## src/rtl/mt_pkg.sv

```systemverilog
// Constants and types shared by the modulo timer and its tick generator.
// Assumes a single bus clock domain; register offsets are byte indices.
package mt_pkg;
  localparam int MT_AW = 3;
  localparam int MT_DW = 8;

  // Register offsets on the plain register port
  localparam logic [MT_AW-1:0] MT_OFS_STAT_CTRL = 3'h0;
  localparam logic [MT_AW-1:0] MT_OFS_CLK_CFG = 3'h1;
  localparam logic [MT_AW-1:0] MT_OFS_COUNT = 3'h2;
  localparam logic [MT_AW-1:0] MT_OFS_MODULO = 3'h3;
  localparam logic [MT_AW-1:0] MT_OFS_EVT_STAT = 3'h4;
  localparam logic [MT_AW-1:0] MT_OFS_EVT_MASK = 3'h5;

  // Field positions in the status/control register
  localparam int MT_BIT_FLAG = 7;
  localparam int MT_BIT_IRQ_EN = 6;
  localparam int MT_BIT_CLEAR = 5;
  localparam int MT_BIT_HALT = 4;
  // Field positions in the clock configuration register
  localparam int MT_SRC_LSB = 4;
  localparam int MT_PS_LSB = 0;

  // Values after reset
  localparam logic [7:0] MT_RST_COUNT = 8'h00;
  localparam logic [7:0] MT_RST_MODULO = 8'h00;
  localparam logic MT_RST_HALT = 1'b1;
  localparam logic [1:0] MT_RST_SRC = 2'h0;
  localparam logic [3:0] MT_RST_PS = 4'h0;
  localparam logic [7:0] MT_RST_PRESCALE = 8'h00;

  // Largest prescale code; larger codes behave as this one
  localparam logic [3:0] MT_PS_MAX = 4'h8;
  localparam logic [7:0] MT_COUNT_TOP = 8'hff;

  typedef enum logic [1:0] {
    MT_SRC_BUS = 2'b00,
    MT_SRC_FIXED = 2'b01,
    MT_SRC_EXT_FALL = 2'b10,
    MT_SRC_EXT_RISE = 2'b11
  } mt_src_t;
endpackage

```

## src/rtl/mt_tick_if.sv

```systemverilog
// Carrier between the timer core and its tick generator.
// Assumes both ends sit on the same bus clock.
`timescale 1ns/1ns
interface mt_tick_if;
  import mt_pkg::*;
  logic run;
  logic clr;
  mt_src_t source_select;
  logic [3:0] prescale_select;
  logic tick;

  modport gen (
    input run,
    input clr,
    input source_select,
    input prescale_select,
    output tick
  );
  modport ctl (
    output run,
    output clr,
    output source_select,
    output prescale_select,
    input tick
  );
endinterface

```

## src/rtl/mt_tick_gen.sv

```systemverilog
// Source selection, pin synchronisers and power-of-two prescaler.
// Assumes both the tick pin and the fixed-rate reference are asynchronous.
`timescale 1ns/1ns
module mt_tick_gen
  import mt_pkg::*;
(
  input wire logic ref_clk,
  input wire logic rst,
  input wire logic external_tick_input,
  input wire logic fixed_freq_ref_clock,
  mt_tick_if.gen tk
);
  typedef struct packed {
    logic [2:0] ext_m;
    logic ext_lvl;
    logic [2:0] fix_m;
    logic fix_lvl;
    logic [7:0] pre_cnt;
    logic tick;
  } mt_gen_st_t;

  mt_gen_st_t s_r;
  mt_gen_st_t s_nxt;
  logic src_edge;
  logic [3:0] ps_eff;
  logic [7:0] ps_mask;

  // Three-stage sync; a level counts once stages two and three agree
  always_comb begin
    s_nxt = s_r;
    s_nxt.ext_m = {s_r.ext_m[1:0], external_tick_input};
    s_nxt.fix_m = {s_r.fix_m[1:0], fixed_freq_ref_clock};
    if (s_r.ext_m[1] == s_r.ext_m[2]) begin
      s_nxt.ext_lvl = s_r.ext_m[2];
    end
    if (s_r.fix_m[1] == s_r.fix_m[2]) begin
      s_nxt.fix_lvl = s_r.fix_m[2];
    end
    // Edge picked from the filtered level against the agreed stages
    case (tk.source_select)
      MT_SRC_BUS: src_edge = 1'b1;
      MT_SRC_FIXED: src_edge = s_nxt.fix_lvl & ~s_r.fix_lvl;
      MT_SRC_EXT_FALL: src_edge = ~s_nxt.ext_lvl & s_r.ext_lvl;
      MT_SRC_EXT_RISE: src_edge = s_nxt.ext_lvl & ~s_r.ext_lvl;
      default: src_edge = 1'b0;
    endcase
    // Codes above eight are treated as divide by 256
    ps_eff = (tk.prescale_select > MT_PS_MAX) ? MT_PS_MAX : tk.prescale_select;
    ps_mask = 8'((9'h001 << ps_eff) - 9'h001);
    s_nxt.tick = 1'b0;
    if (tk.clr) begin
      s_nxt.pre_cnt = MT_RST_PRESCALE;
    end else if (tk.run && src_edge) begin
      // Divide by two to the power of the select code
      s_nxt.pre_cnt = 8'(s_r.pre_cnt + 8'h01);
      s_nxt.tick = ((s_r.pre_cnt & ps_mask) == ps_mask);
    end
  end

  // State register
  always_ff @(posedge ref_clk or posedge rst) begin
    if (rst) begin
      s_r <= '0;
    end else begin
      s_r <= s_nxt;
    end
  end

  assign tk.tick = s_r.tick;
endmodule

```

## src/rtl/mt_timer.sv

```systemverilog
// Modulo timer: register file, 8-bit counter, overflow flag and interrupt.
// Assumes a one-clock register port and mode levels from the same clock.
`timescale 1ns/1ns
module mt_timer
  import mt_pkg::*;
(
  input wire logic ref_clk,
  input wire logic rst,
  input wire logic [MT_AW-1:0] reg_addr,
  input wire logic [MT_DW-1:0] reg_wdata,
  input wire logic reg_wr,
  input wire logic reg_rd,
  output logic [MT_DW-1:0] reg_rdata,
  output logic irq,
  input wire logic stop_mode,
  input wire logic bdm_active,
  input wire logic external_tick_input,
  input wire logic fixed_freq_ref_clock
);

  // Whole core state in one record
  typedef struct packed {
    logic [7:0] count;
    logic [7:0] modulo_value;
    logic overflow_flag;
    logic overflow_irq_enable;
    logic counter_halt_bit;
    mt_src_t source_select;
    logic [3:0] prescale_select;
    logic flag_seen;
    logic evt_status;
    logic evt_mask;
    logic [7:0] rdata;
    logic irq;
  } mt_core_st_t;

  mt_core_st_t s_r;
  mt_core_st_t s_nxt;

  // Decoded bus accesses
  logic wr_sc;
  logic wr_clk;
  logic wr_mod;
  logic wr_evt_mask;
  logic rd_sc;
  logic rd_evt;
  logic clr_req;
  logic wrap;
  logic count_tick;
  logic flag_set;
  logic flag_clr;
  logic [7:0] rd_mux;

  mt_tick_if tk ();

  // Prescaler and source edges live in the helper
  mt_tick_gen u_tick (
    .ref_clk(ref_clk),
    .rst(rst),
    .external_tick_input(external_tick_input),
    .fixed_freq_ref_clock(fixed_freq_ref_clock),
    .tk(tk)
  );

  // Counter runs only when not halted, not stopped and not in debug
  assign tk.run = ~s_r.counter_halt_bit & ~stop_mode & ~bdm_active;
  assign tk.clr = clr_req;
  assign tk.source_select = s_r.source_select;
  assign tk.prescale_select = s_r.prescale_select;

  // Register decode; writes to the count register are ignored
  always_comb begin
    wr_sc = reg_wr && (reg_addr == MT_OFS_STAT_CTRL);
    wr_clk = reg_wr && (reg_addr == MT_OFS_CLK_CFG);
    wr_mod = reg_wr && (reg_addr == MT_OFS_MODULO);
    wr_evt_mask = reg_wr && (reg_addr == MT_OFS_EVT_MASK);
    rd_sc = reg_rd && (reg_addr == MT_OFS_STAT_CTRL);
    rd_evt = reg_rd && (reg_addr == MT_OFS_EVT_STAT);
  end

  // Counter reset: clear bit written with one, or any modulo write
  always_comb begin
    clr_req = (wr_sc && reg_wdata[MT_BIT_CLEAR]) || wr_mod;
  end

  // Wrap at the limit, or at the top when the limit is zero
  always_comb begin
    count_tick = tk.tick & tk.run;
    if (s_r.modulo_value == MT_RST_MODULO) begin
      wrap = (s_r.count == MT_COUNT_TOP);
    end else begin
      wrap = (s_r.count == s_r.modulo_value);
    end
    flag_set = count_tick & wrap;
  end

  // Flag clears after a read that saw it set and a zero written back
  always_comb begin
    flag_clr = clr_req;
    if (wr_sc && !reg_wdata[MT_BIT_FLAG] && s_r.flag_seen) begin
      flag_clr = 1'b1;
    end
  end

  // Read mux; unmapped offsets and write-only bits read zero
  always_comb begin
    case (reg_addr)
      MT_OFS_STAT_CTRL: begin
        rd_mux = 8'h00;
        rd_mux[MT_BIT_FLAG] = s_r.overflow_flag;
        rd_mux[MT_BIT_IRQ_EN] = s_r.overflow_irq_enable;
        rd_mux[MT_BIT_HALT] = s_r.counter_halt_bit;
      end
      MT_OFS_CLK_CFG: begin
        rd_mux = {2'b00, s_r.source_select, s_r.prescale_select};
      end
      MT_OFS_COUNT: begin
        rd_mux = s_r.count;
      end
      MT_OFS_MODULO: begin
        rd_mux = s_r.modulo_value;
      end
      MT_OFS_EVT_STAT: begin
        rd_mux = {7'h00, s_r.evt_status};
      end
      MT_OFS_EVT_MASK: begin
        rd_mux = {7'h00, s_r.evt_mask};
      end
      default: begin
        rd_mux = 8'h00;
      end
    endcase
  end

  // Next-state logic for the whole core
  always_comb begin
    s_nxt = s_r;

    // Read data stands only in the cycle after the strobe
    s_nxt.rdata = reg_rd ? rd_mux : 8'h00;

    // Control fields; the flag bit itself is not writable as one
    if (wr_sc) begin
      s_nxt.overflow_irq_enable = reg_wdata[MT_BIT_IRQ_EN];
      s_nxt.counter_halt_bit = reg_wdata[MT_BIT_HALT];
    end

    // Source and prescale change without touching the count
    if (wr_clk) begin
      s_nxt.source_select = mt_src_t'(reg_wdata[MT_SRC_LSB +: 2]);
      s_nxt.prescale_select = reg_wdata[MT_PS_LSB +: 4];
    end

    if (wr_mod) begin
      s_nxt.modulo_value = reg_wdata;
    end

    // Counter: a clear beats a tick in the same cycle
    if (clr_req) begin
      s_nxt.count = MT_RST_COUNT;
    end else if (count_tick) begin
      s_nxt.count = wrap ? MT_RST_COUNT : 8'(s_r.count + 8'h01);
    end

    // Arm the clear sequence on a read that sees the flag set
    if (rd_sc && s_r.overflow_flag) begin
      s_nxt.flag_seen = 1'b1;
    end else if (wr_sc || !s_r.overflow_flag) begin
      s_nxt.flag_seen = 1'b0;
    end

    // Set wins over any clear, so a wrap is never lost
    if (flag_set) begin
      s_nxt.overflow_flag = 1'b1;
    end else if (flag_clr) begin
      s_nxt.overflow_flag = 1'b0;
    end

    // Sticky event copy, cleared by reading it; set still wins
    if (flag_set) begin
      s_nxt.evt_status = 1'b1;
    end else if (rd_evt) begin
      s_nxt.evt_status = 1'b0;
    end

    if (wr_evt_mask) begin
      s_nxt.evt_mask = reg_wdata[0];
    end

    // Interrupt is silenced in stop so it cannot act as a wake source
    s_nxt.irq = ~stop_mode &
      ((s_nxt.overflow_flag & s_nxt.overflow_irq_enable) |
       (s_nxt.evt_status & s_nxt.evt_mask));
  end

  // State register; reset by rst alone, stop only freezes the run term and masks irq
  always_ff @(posedge ref_clk or posedge rst) begin
    if (rst) begin
      s_r.count <= MT_RST_COUNT;
      s_r.modulo_value <= MT_RST_MODULO;
      s_r.overflow_flag <= 1'b0;
      s_r.overflow_irq_enable <= 1'b0;
      s_r.counter_halt_bit <= MT_RST_HALT;
      s_r.source_select <= MT_SRC_BUS;
      s_r.prescale_select <= MT_RST_PS;
      s_r.flag_seen <= 1'b0;
      s_r.evt_status <= 1'b0;
      s_r.evt_mask <= 1'b0;
      s_r.rdata <= 8'h00;
      s_r.irq <= 1'b0;
    end else begin
      s_r <= s_nxt;
    end
  end

  // Outputs come straight from the state register
  assign reg_rdata = s_r.rdata;
  assign irq = s_r.irq;

endmodule

```

## config.mk

```make
export PLATFORM = sky130hd
export DESIGN_NAME = mt_timer
export DESIGN_NICKNAME = d
export VERILOG_FILES = /design/src/rtl/mt_pkg.sv /design/src/rtl/mt_tick_if.sv /design/src/rtl/mt_tick_gen.sv /design/src/rtl/mt_timer.sv
export SDC_FILE = /design/constraint.sdc
export NUM_CORES = 1
export LEC_CHECK = 0
export ABC_CLOCK_PERIOD_IN_PS = 2600
export BUFFER_PORTS_ARGS = -buffer_cell sky130_fd_sc_hd__buf_2
export CORE_MARGIN = 5
export CORE_UTILIZATION = 59
export DETAILED_ROUTE_END_ITERATION = 10
export PLACE_DENSITY = 0.84
export RECOVER_POWER = 100
export SLEW_MARGIN = 0
export SYNTH_ARGS = -nofsm -noshare
export SYNTH_HDL_FRONTEND = slang
export SYNTH_SLANG_ARGS = --single-unit
```

## constraint.sdc

```tcl
create_clock -name ref_clk -period 2.6 [get_ports ref_clk]
set_clock_uncertainty 0.15 [all_clocks]
set_input_delay 0.52 -clock ref_clk [delete_from_list [all_inputs] [get_ports ref_clk]]
set_output_delay 0.52 -clock ref_clk [all_outputs]
set_load 0.1 [all_outputs]
```

# After elaboration in Yosys (flattened, before gate mapping)
# Index checks and enable logic that the tools add are counted.
[totals] reg_bits=54 inputBits=19
[classes] addsub=3 magnitude_cmp=1 eq_ne=13 n_shift=1 n_mux=22 bitwise_logic=18 n_reduce_logical=21
[op_table] op="$pmux 8 s6" count=1
[op_table] op="$mux 8" count=5
[op_table] op="$add 8x1->8 const B" count=2
[op_table] op="$eq 8x8->1" count=2
[op_table] op="$mux 1" count=12
[op_table] op="$logic_and 1x1->1" count=11
[op_table] op="$and 1x1->1" count=10
[op_table] op="$mux 9" count=1
[op_table] op="$and 8x8->8" count=1
[op_table] op="$eq 8x8->1 const B" count=1
[op_table] op="$logic_not 8->1" count=1
[op_table] op="$shl 1x4->8 const A" count=1
[op_table] op="$sub 8x1->8 const B" count=1
[op_table] op="$eq 3x2->1 const B" count=2
[op_table] op="$eq 3x3->1 const B" count=2
[op_table] op="$not 1->1" count=6
[op_table] op="$reduce_bool 2->1" count=3
[op_table] op="$eq 2x2->1 const B" count=2
[op_table] op="$gt 4x4->1 const B" count=1
[op_table] op="$mux 4" count=1
[op_table] op="$pmux 1 s4" count=1
[op_table] op="$eq 3x1->1 const B" count=1
[op_table] op="$logic_not 3->1" count=1
[op_table] op="$eq 1x1->1" count=2
[op_table] op="other kinds (6)" count=8

# Depth between registers and ports, before layout
[logic_depth] ltp_word=10 depth_mapped=9 depth_no_buf=8

# Hierarchy
# From an unflattened synthesis, not the netlist that was laid out.
[unflattened] hier_cells=274 area_unflattened_um2=2931.6
[modules_own_cells] module="mt_timer" n_inst=1 cells_each=186 area_each_um2=2029.4 seq_area_each_um2=927.1
[modules_own_cells] module="mt_tick_gen" n_inst=1 cells_each=88 area_each_um2=902.1 seq_area_each_um2=425.4

# Worst setup path before layout
# OpenSTA, ideal clock, no wires.
[synth_timing] path_type="input to register" start="in reg_addr[0]" end="reg s_r[35] (netlist name)" setup_ns=0.082 arrival_time_ns=1.933 required_time_ns=2.368 slack_ns=0.434 cell_stages=6 path_cell_list="buf_6 -> or4b_4 -> o21ai_4 -> nor2_2 -> or3_1 -> o22ai_1"
[synth_via] elab_chain_cells=5 elab_cells_between_ends=8 classes_between="eq/ne: 1; mux: 1; reduce/logical: 6"
[synth_lines] item="start, declared" line="mt_timer.sv:9" source="input wire logic [MT_AW-1:0] reg_addr,"
[synth_lines] item="$logic_not 3->1" line="mt_timer.sv:73" source="wr_sc = reg_wr && (reg_addr == MT_OFS_STAT_CTRL);"
[synth_lines] item="$logic_and 1x1->1" line="mt_timer.sv:73"
[synth_lines] item="$logic_and 1x1->1" line="mt_timer.sv:83" source="clr_req = (wr_sc && reg_wdata[MT_BIT_CLEAR]) || wr_mod;"
[synth_lines] item="$logic_or 1x1->1 *" line="mt_timer.sv:83"
[synth_lines] item="$mux 8 or $reduce_bool 2->1 (tied branches)"
[synth_lines] item="end signal, assigned" line="mt_timer.sv:212" source="s_r <= s_nxt;"
[synth_lines] item="end, declared" line="mt_timer.sv:37" source="mt_core_st_t s_r;"
# Mark *: on every way between the ends. The rest lies on a longest branch, timed or not.
# A chain may end at the register's enable or synchronous reset.

# Worst setup path after layout
# Same ends and word-level chain as after synthesis.

==> results.py <==
metrics = {
    "outcome": {
        "run_status": "finished, final reports clean",
    },
    "route": {
        "drc": 0,
        "detail-route-antenna-nets": 0,
        "wire_per_inst_um": 16.3,
        "drtIter0Drc": 136,
        "routed_wl_um": 5720,
        "via_per_inst": 6.09,
        "dr_total_vias": 2142,
        "drtPass1Iterations": 4,
    },
    "power": {
        "power.density_nw_per_um2": 650,
        "p_leak_uw": 0.00135,
        "ir_drop_mv": 0.563,
    },
    "placed_design": {
        "place_hpwl_um": 4300,
        "numPortBuffers": 27,
        "dp.cells": 344,
        "gp_congestion": 0.949,
    },
    "sta": {
        "max_freq_mhz": 451,
        "worst_pin_slew_ns": 1.17,
        "finalMaxSlewViolations": 0,
        "slew_headroom_pct": 22.5,
        "finalCritPeriodShare_pct": 85.3,
        "rsz0062_at_grt": "no",
        "finalHoldViolCount": 0,
        "setup_viol": 0,
        "setup_tns_ns": 0,
        "finalCriticalPeriod_ns": 2.22,
    },
    "global_route": {
        "grt_pass1_vias": 2065,
        "grt_antenna_before_repair": 0,
        "overflow": 0,
        "grt_usage_pct": 19.6,
        "grt_max_degree": 21,
        "grt_first_pass_wirelength_um": 9570,
    },
    "clocking": {
        "h-tree-depth": 2,
        "cts_resized": 0,
        "clk_pin_slew_ns": 0.09,
        "tritoncts": "built",
        "root_buffer": "clkbuf_8",
        "cts_buffer_depth": 2,
        "cts.sinks": 54,
        "clkLatencyLatePin_ns": 0.31,
        "numCtsBuffers": 5,
        "cts_hold_buffers": 0,
        "post_cts_buffers": 0,
    },
    "cells_and_area": {
        "drive_above_1_share_pct": 17.4,
        "final_common_cell": "dfrtp_1",
        "diodes": 0,
        "final_cells": 352,
        "nFillCells": 357,
        "register_area_um2": 1350,
        "final_cell_mix": "dfrtp_1, nand2_1, nor2_1",
        "syn_to_final_growth_pct": 7.31,
        "utilization_pct": 64.6,
        "multi_input_area_um2": 1310,
        "nets": 319,
    },
    "job": {
        "max_cap_violations": 0,
    },
    "critical_path": {
        "cp_slowest_cell": "clkbuf_1",
        "crit_chain": "buf_2 > clkbuf_1 > nand4b_1 > o21ai_4 > nor2_1 > or3_1 > o22ai_1",
        "r2r_end": "u_tick.tk.tick",
        "crit_required_ns": 2.68,
        "cpPeakStageDelay_ns": 0.53,
        "endpoint_kind": "flip-flop",
        "critPathKind": "primary input to flip-flop",
        "crit_path_start_kind": "primary input",
        "reg2regPathDepth": 5,
        "reg2reg_slack_ns": 0.39,
        "rr_startpoint": "tk.source_select[0]",
        "worstPathArrival_ns": 2.30,
        "cp_max_fo": 17,
    },
    "synth": {
        "synth_top_area_share_pct": 47.0,
        "yosysTopAreaCell": "dfrtp_1",
        "synthesis.area_um2": 2820,
        "synth_cell_types": 51,
        "syn-mean-instance-area_um2": 10.3,
        "yosysSeqAreaShare_pct": 47.9,
        "yosys_warnings": 0,
        "syn_inst": 273,
        "ys_seq_elements": 54,
        "synth_nets": 295,
        "synth_edf_count": 0,
        "dominantRegCellSynth": "dfrtp_1",
        "synthArstFlopShare_pct": 100,
        "synth_area_leaders": "dfrtp_1, mux2_2, xor2_1",
    },
    "die": {
        "die_h_um": 79.2,
        "boundaryPins": 28,
        "num_rows": 25,
        "die-area_um2": 6270,
        "start_util_pct": 60.2,
        "core_area_um2": 4690,
        "die_w_um": 79.2,
    },
    "worst_hold_path": {
        "min-delay-path-class": "primary input to asynchronous set/reset pin",
    },
}
==> cell type report <==
class	instances	share of cell area, %
Clock buffer	5	2.27
Clock inverter	3	0.702
Inverter	10	1.24
Multi-Input combinational cell	190	43.3
Sequential cell	54	44.7
Tap cell	54	2.23
Timing Repair Buffer	36	5.58
==> sequential cells by signal, indices dropped and copies added (netlist names) <==
| signal | cells |
|---|---|
| tk.source_select | 2 |
| u_tick.s_nxt | 4 |
| s_r | 22 |
| u_tick.tk.tick | 1 |
| reg_rdata | 8 |
| tk.prescale_select | 4 |
| irq | 1 |
| u_tick.s_r | 12 |
==> report_power, final <==
part	total [µW]	switching [µW]	internal, µW	leakage (µW)
combinational	436	253	183	0.000617
clock	456	266	189	0.0000441
sequential	1080	136	943	0.000690
total	1970	655	1320	0.00135
==> worst max-delay path: cells and delay by family <==
family	cells	cell delay, ns
simple gates	3	0.84
compound gates	2	0.32
buf+inv	2	0.62
==> synth_stat cells, types with 6 or more instances <==
master / n
nor2_1: 24
buf_4: 8
and4_1: 6
nand3_1: 14
mux2_2: 16
a31oi_1: 6
inv_1: 10
o21ai_0: 7
clkbuf_1: 6
xor2_1: 14
dfrtp_1: 53
nand2_1: 25
==> logic make-up (layout without fill, tap and decap cells) <==
group | Yosys count | count (layout) | share of synthesized area, %
compound gates | 37 | 37 | 9.80
xor+xnor | 16 | 16 | 4.96
fa+ha+maj | 5 | 5 | 2.04
buf+inv | 29 | 54 | 5.32
flops | 54 | 54 | 47.9
mux | 21 | 21 | 8.60
simple gates | 111 | 111 | 21.4
==> metal layers <==
layer,track usage (%),up-vias,share of wire (%)
met5,0,-,0
met4,7.90,0,2.8
met3,3.74,15,4.9
met2,31.7,70,47
met1,26.0,1038,46
li1,-,1019,-
==> how the worst max path moves through the flow <==
| stage | start | to | slack (ns) | depth (start not counted) |
|---|---|---|---|---|
| 2_1_floorplan | reg_addr[0] | s_r[35] | 0.43 | 6 |
| 6_report | reg_addr[0] | s_r[35] | 0.38 | 7 |
| 3_5_place_dp | stop_mode | u_tick.tk.tick | 0.32 | 6 |
| 5_1_grt | reg_addr[0] | s_r[35] | 0.22 | 7 |
| 4_1_cts | tk.prescale_select[1] | u_tick.tk.tick | 0.43 | 7 |
| 3_3_place_gp | reg_addr[1] | s_r[35] | 0.35 | 6 |
==> through the flow <==
step	area, µm²	hold slack, ns	total power, µW	setup WS, ns
floorplan	2820	0.181	1410	0.434
global placement	2980	0.196	1510	0.354
detailed placement	2980	0.197	1530	0.320
CTS	3070	0.0251	1990	0.432
global route	3030	0.148	2090	0.223
finish	3030	0.142	1970	0.382
(Power assumes the default switching activity.)
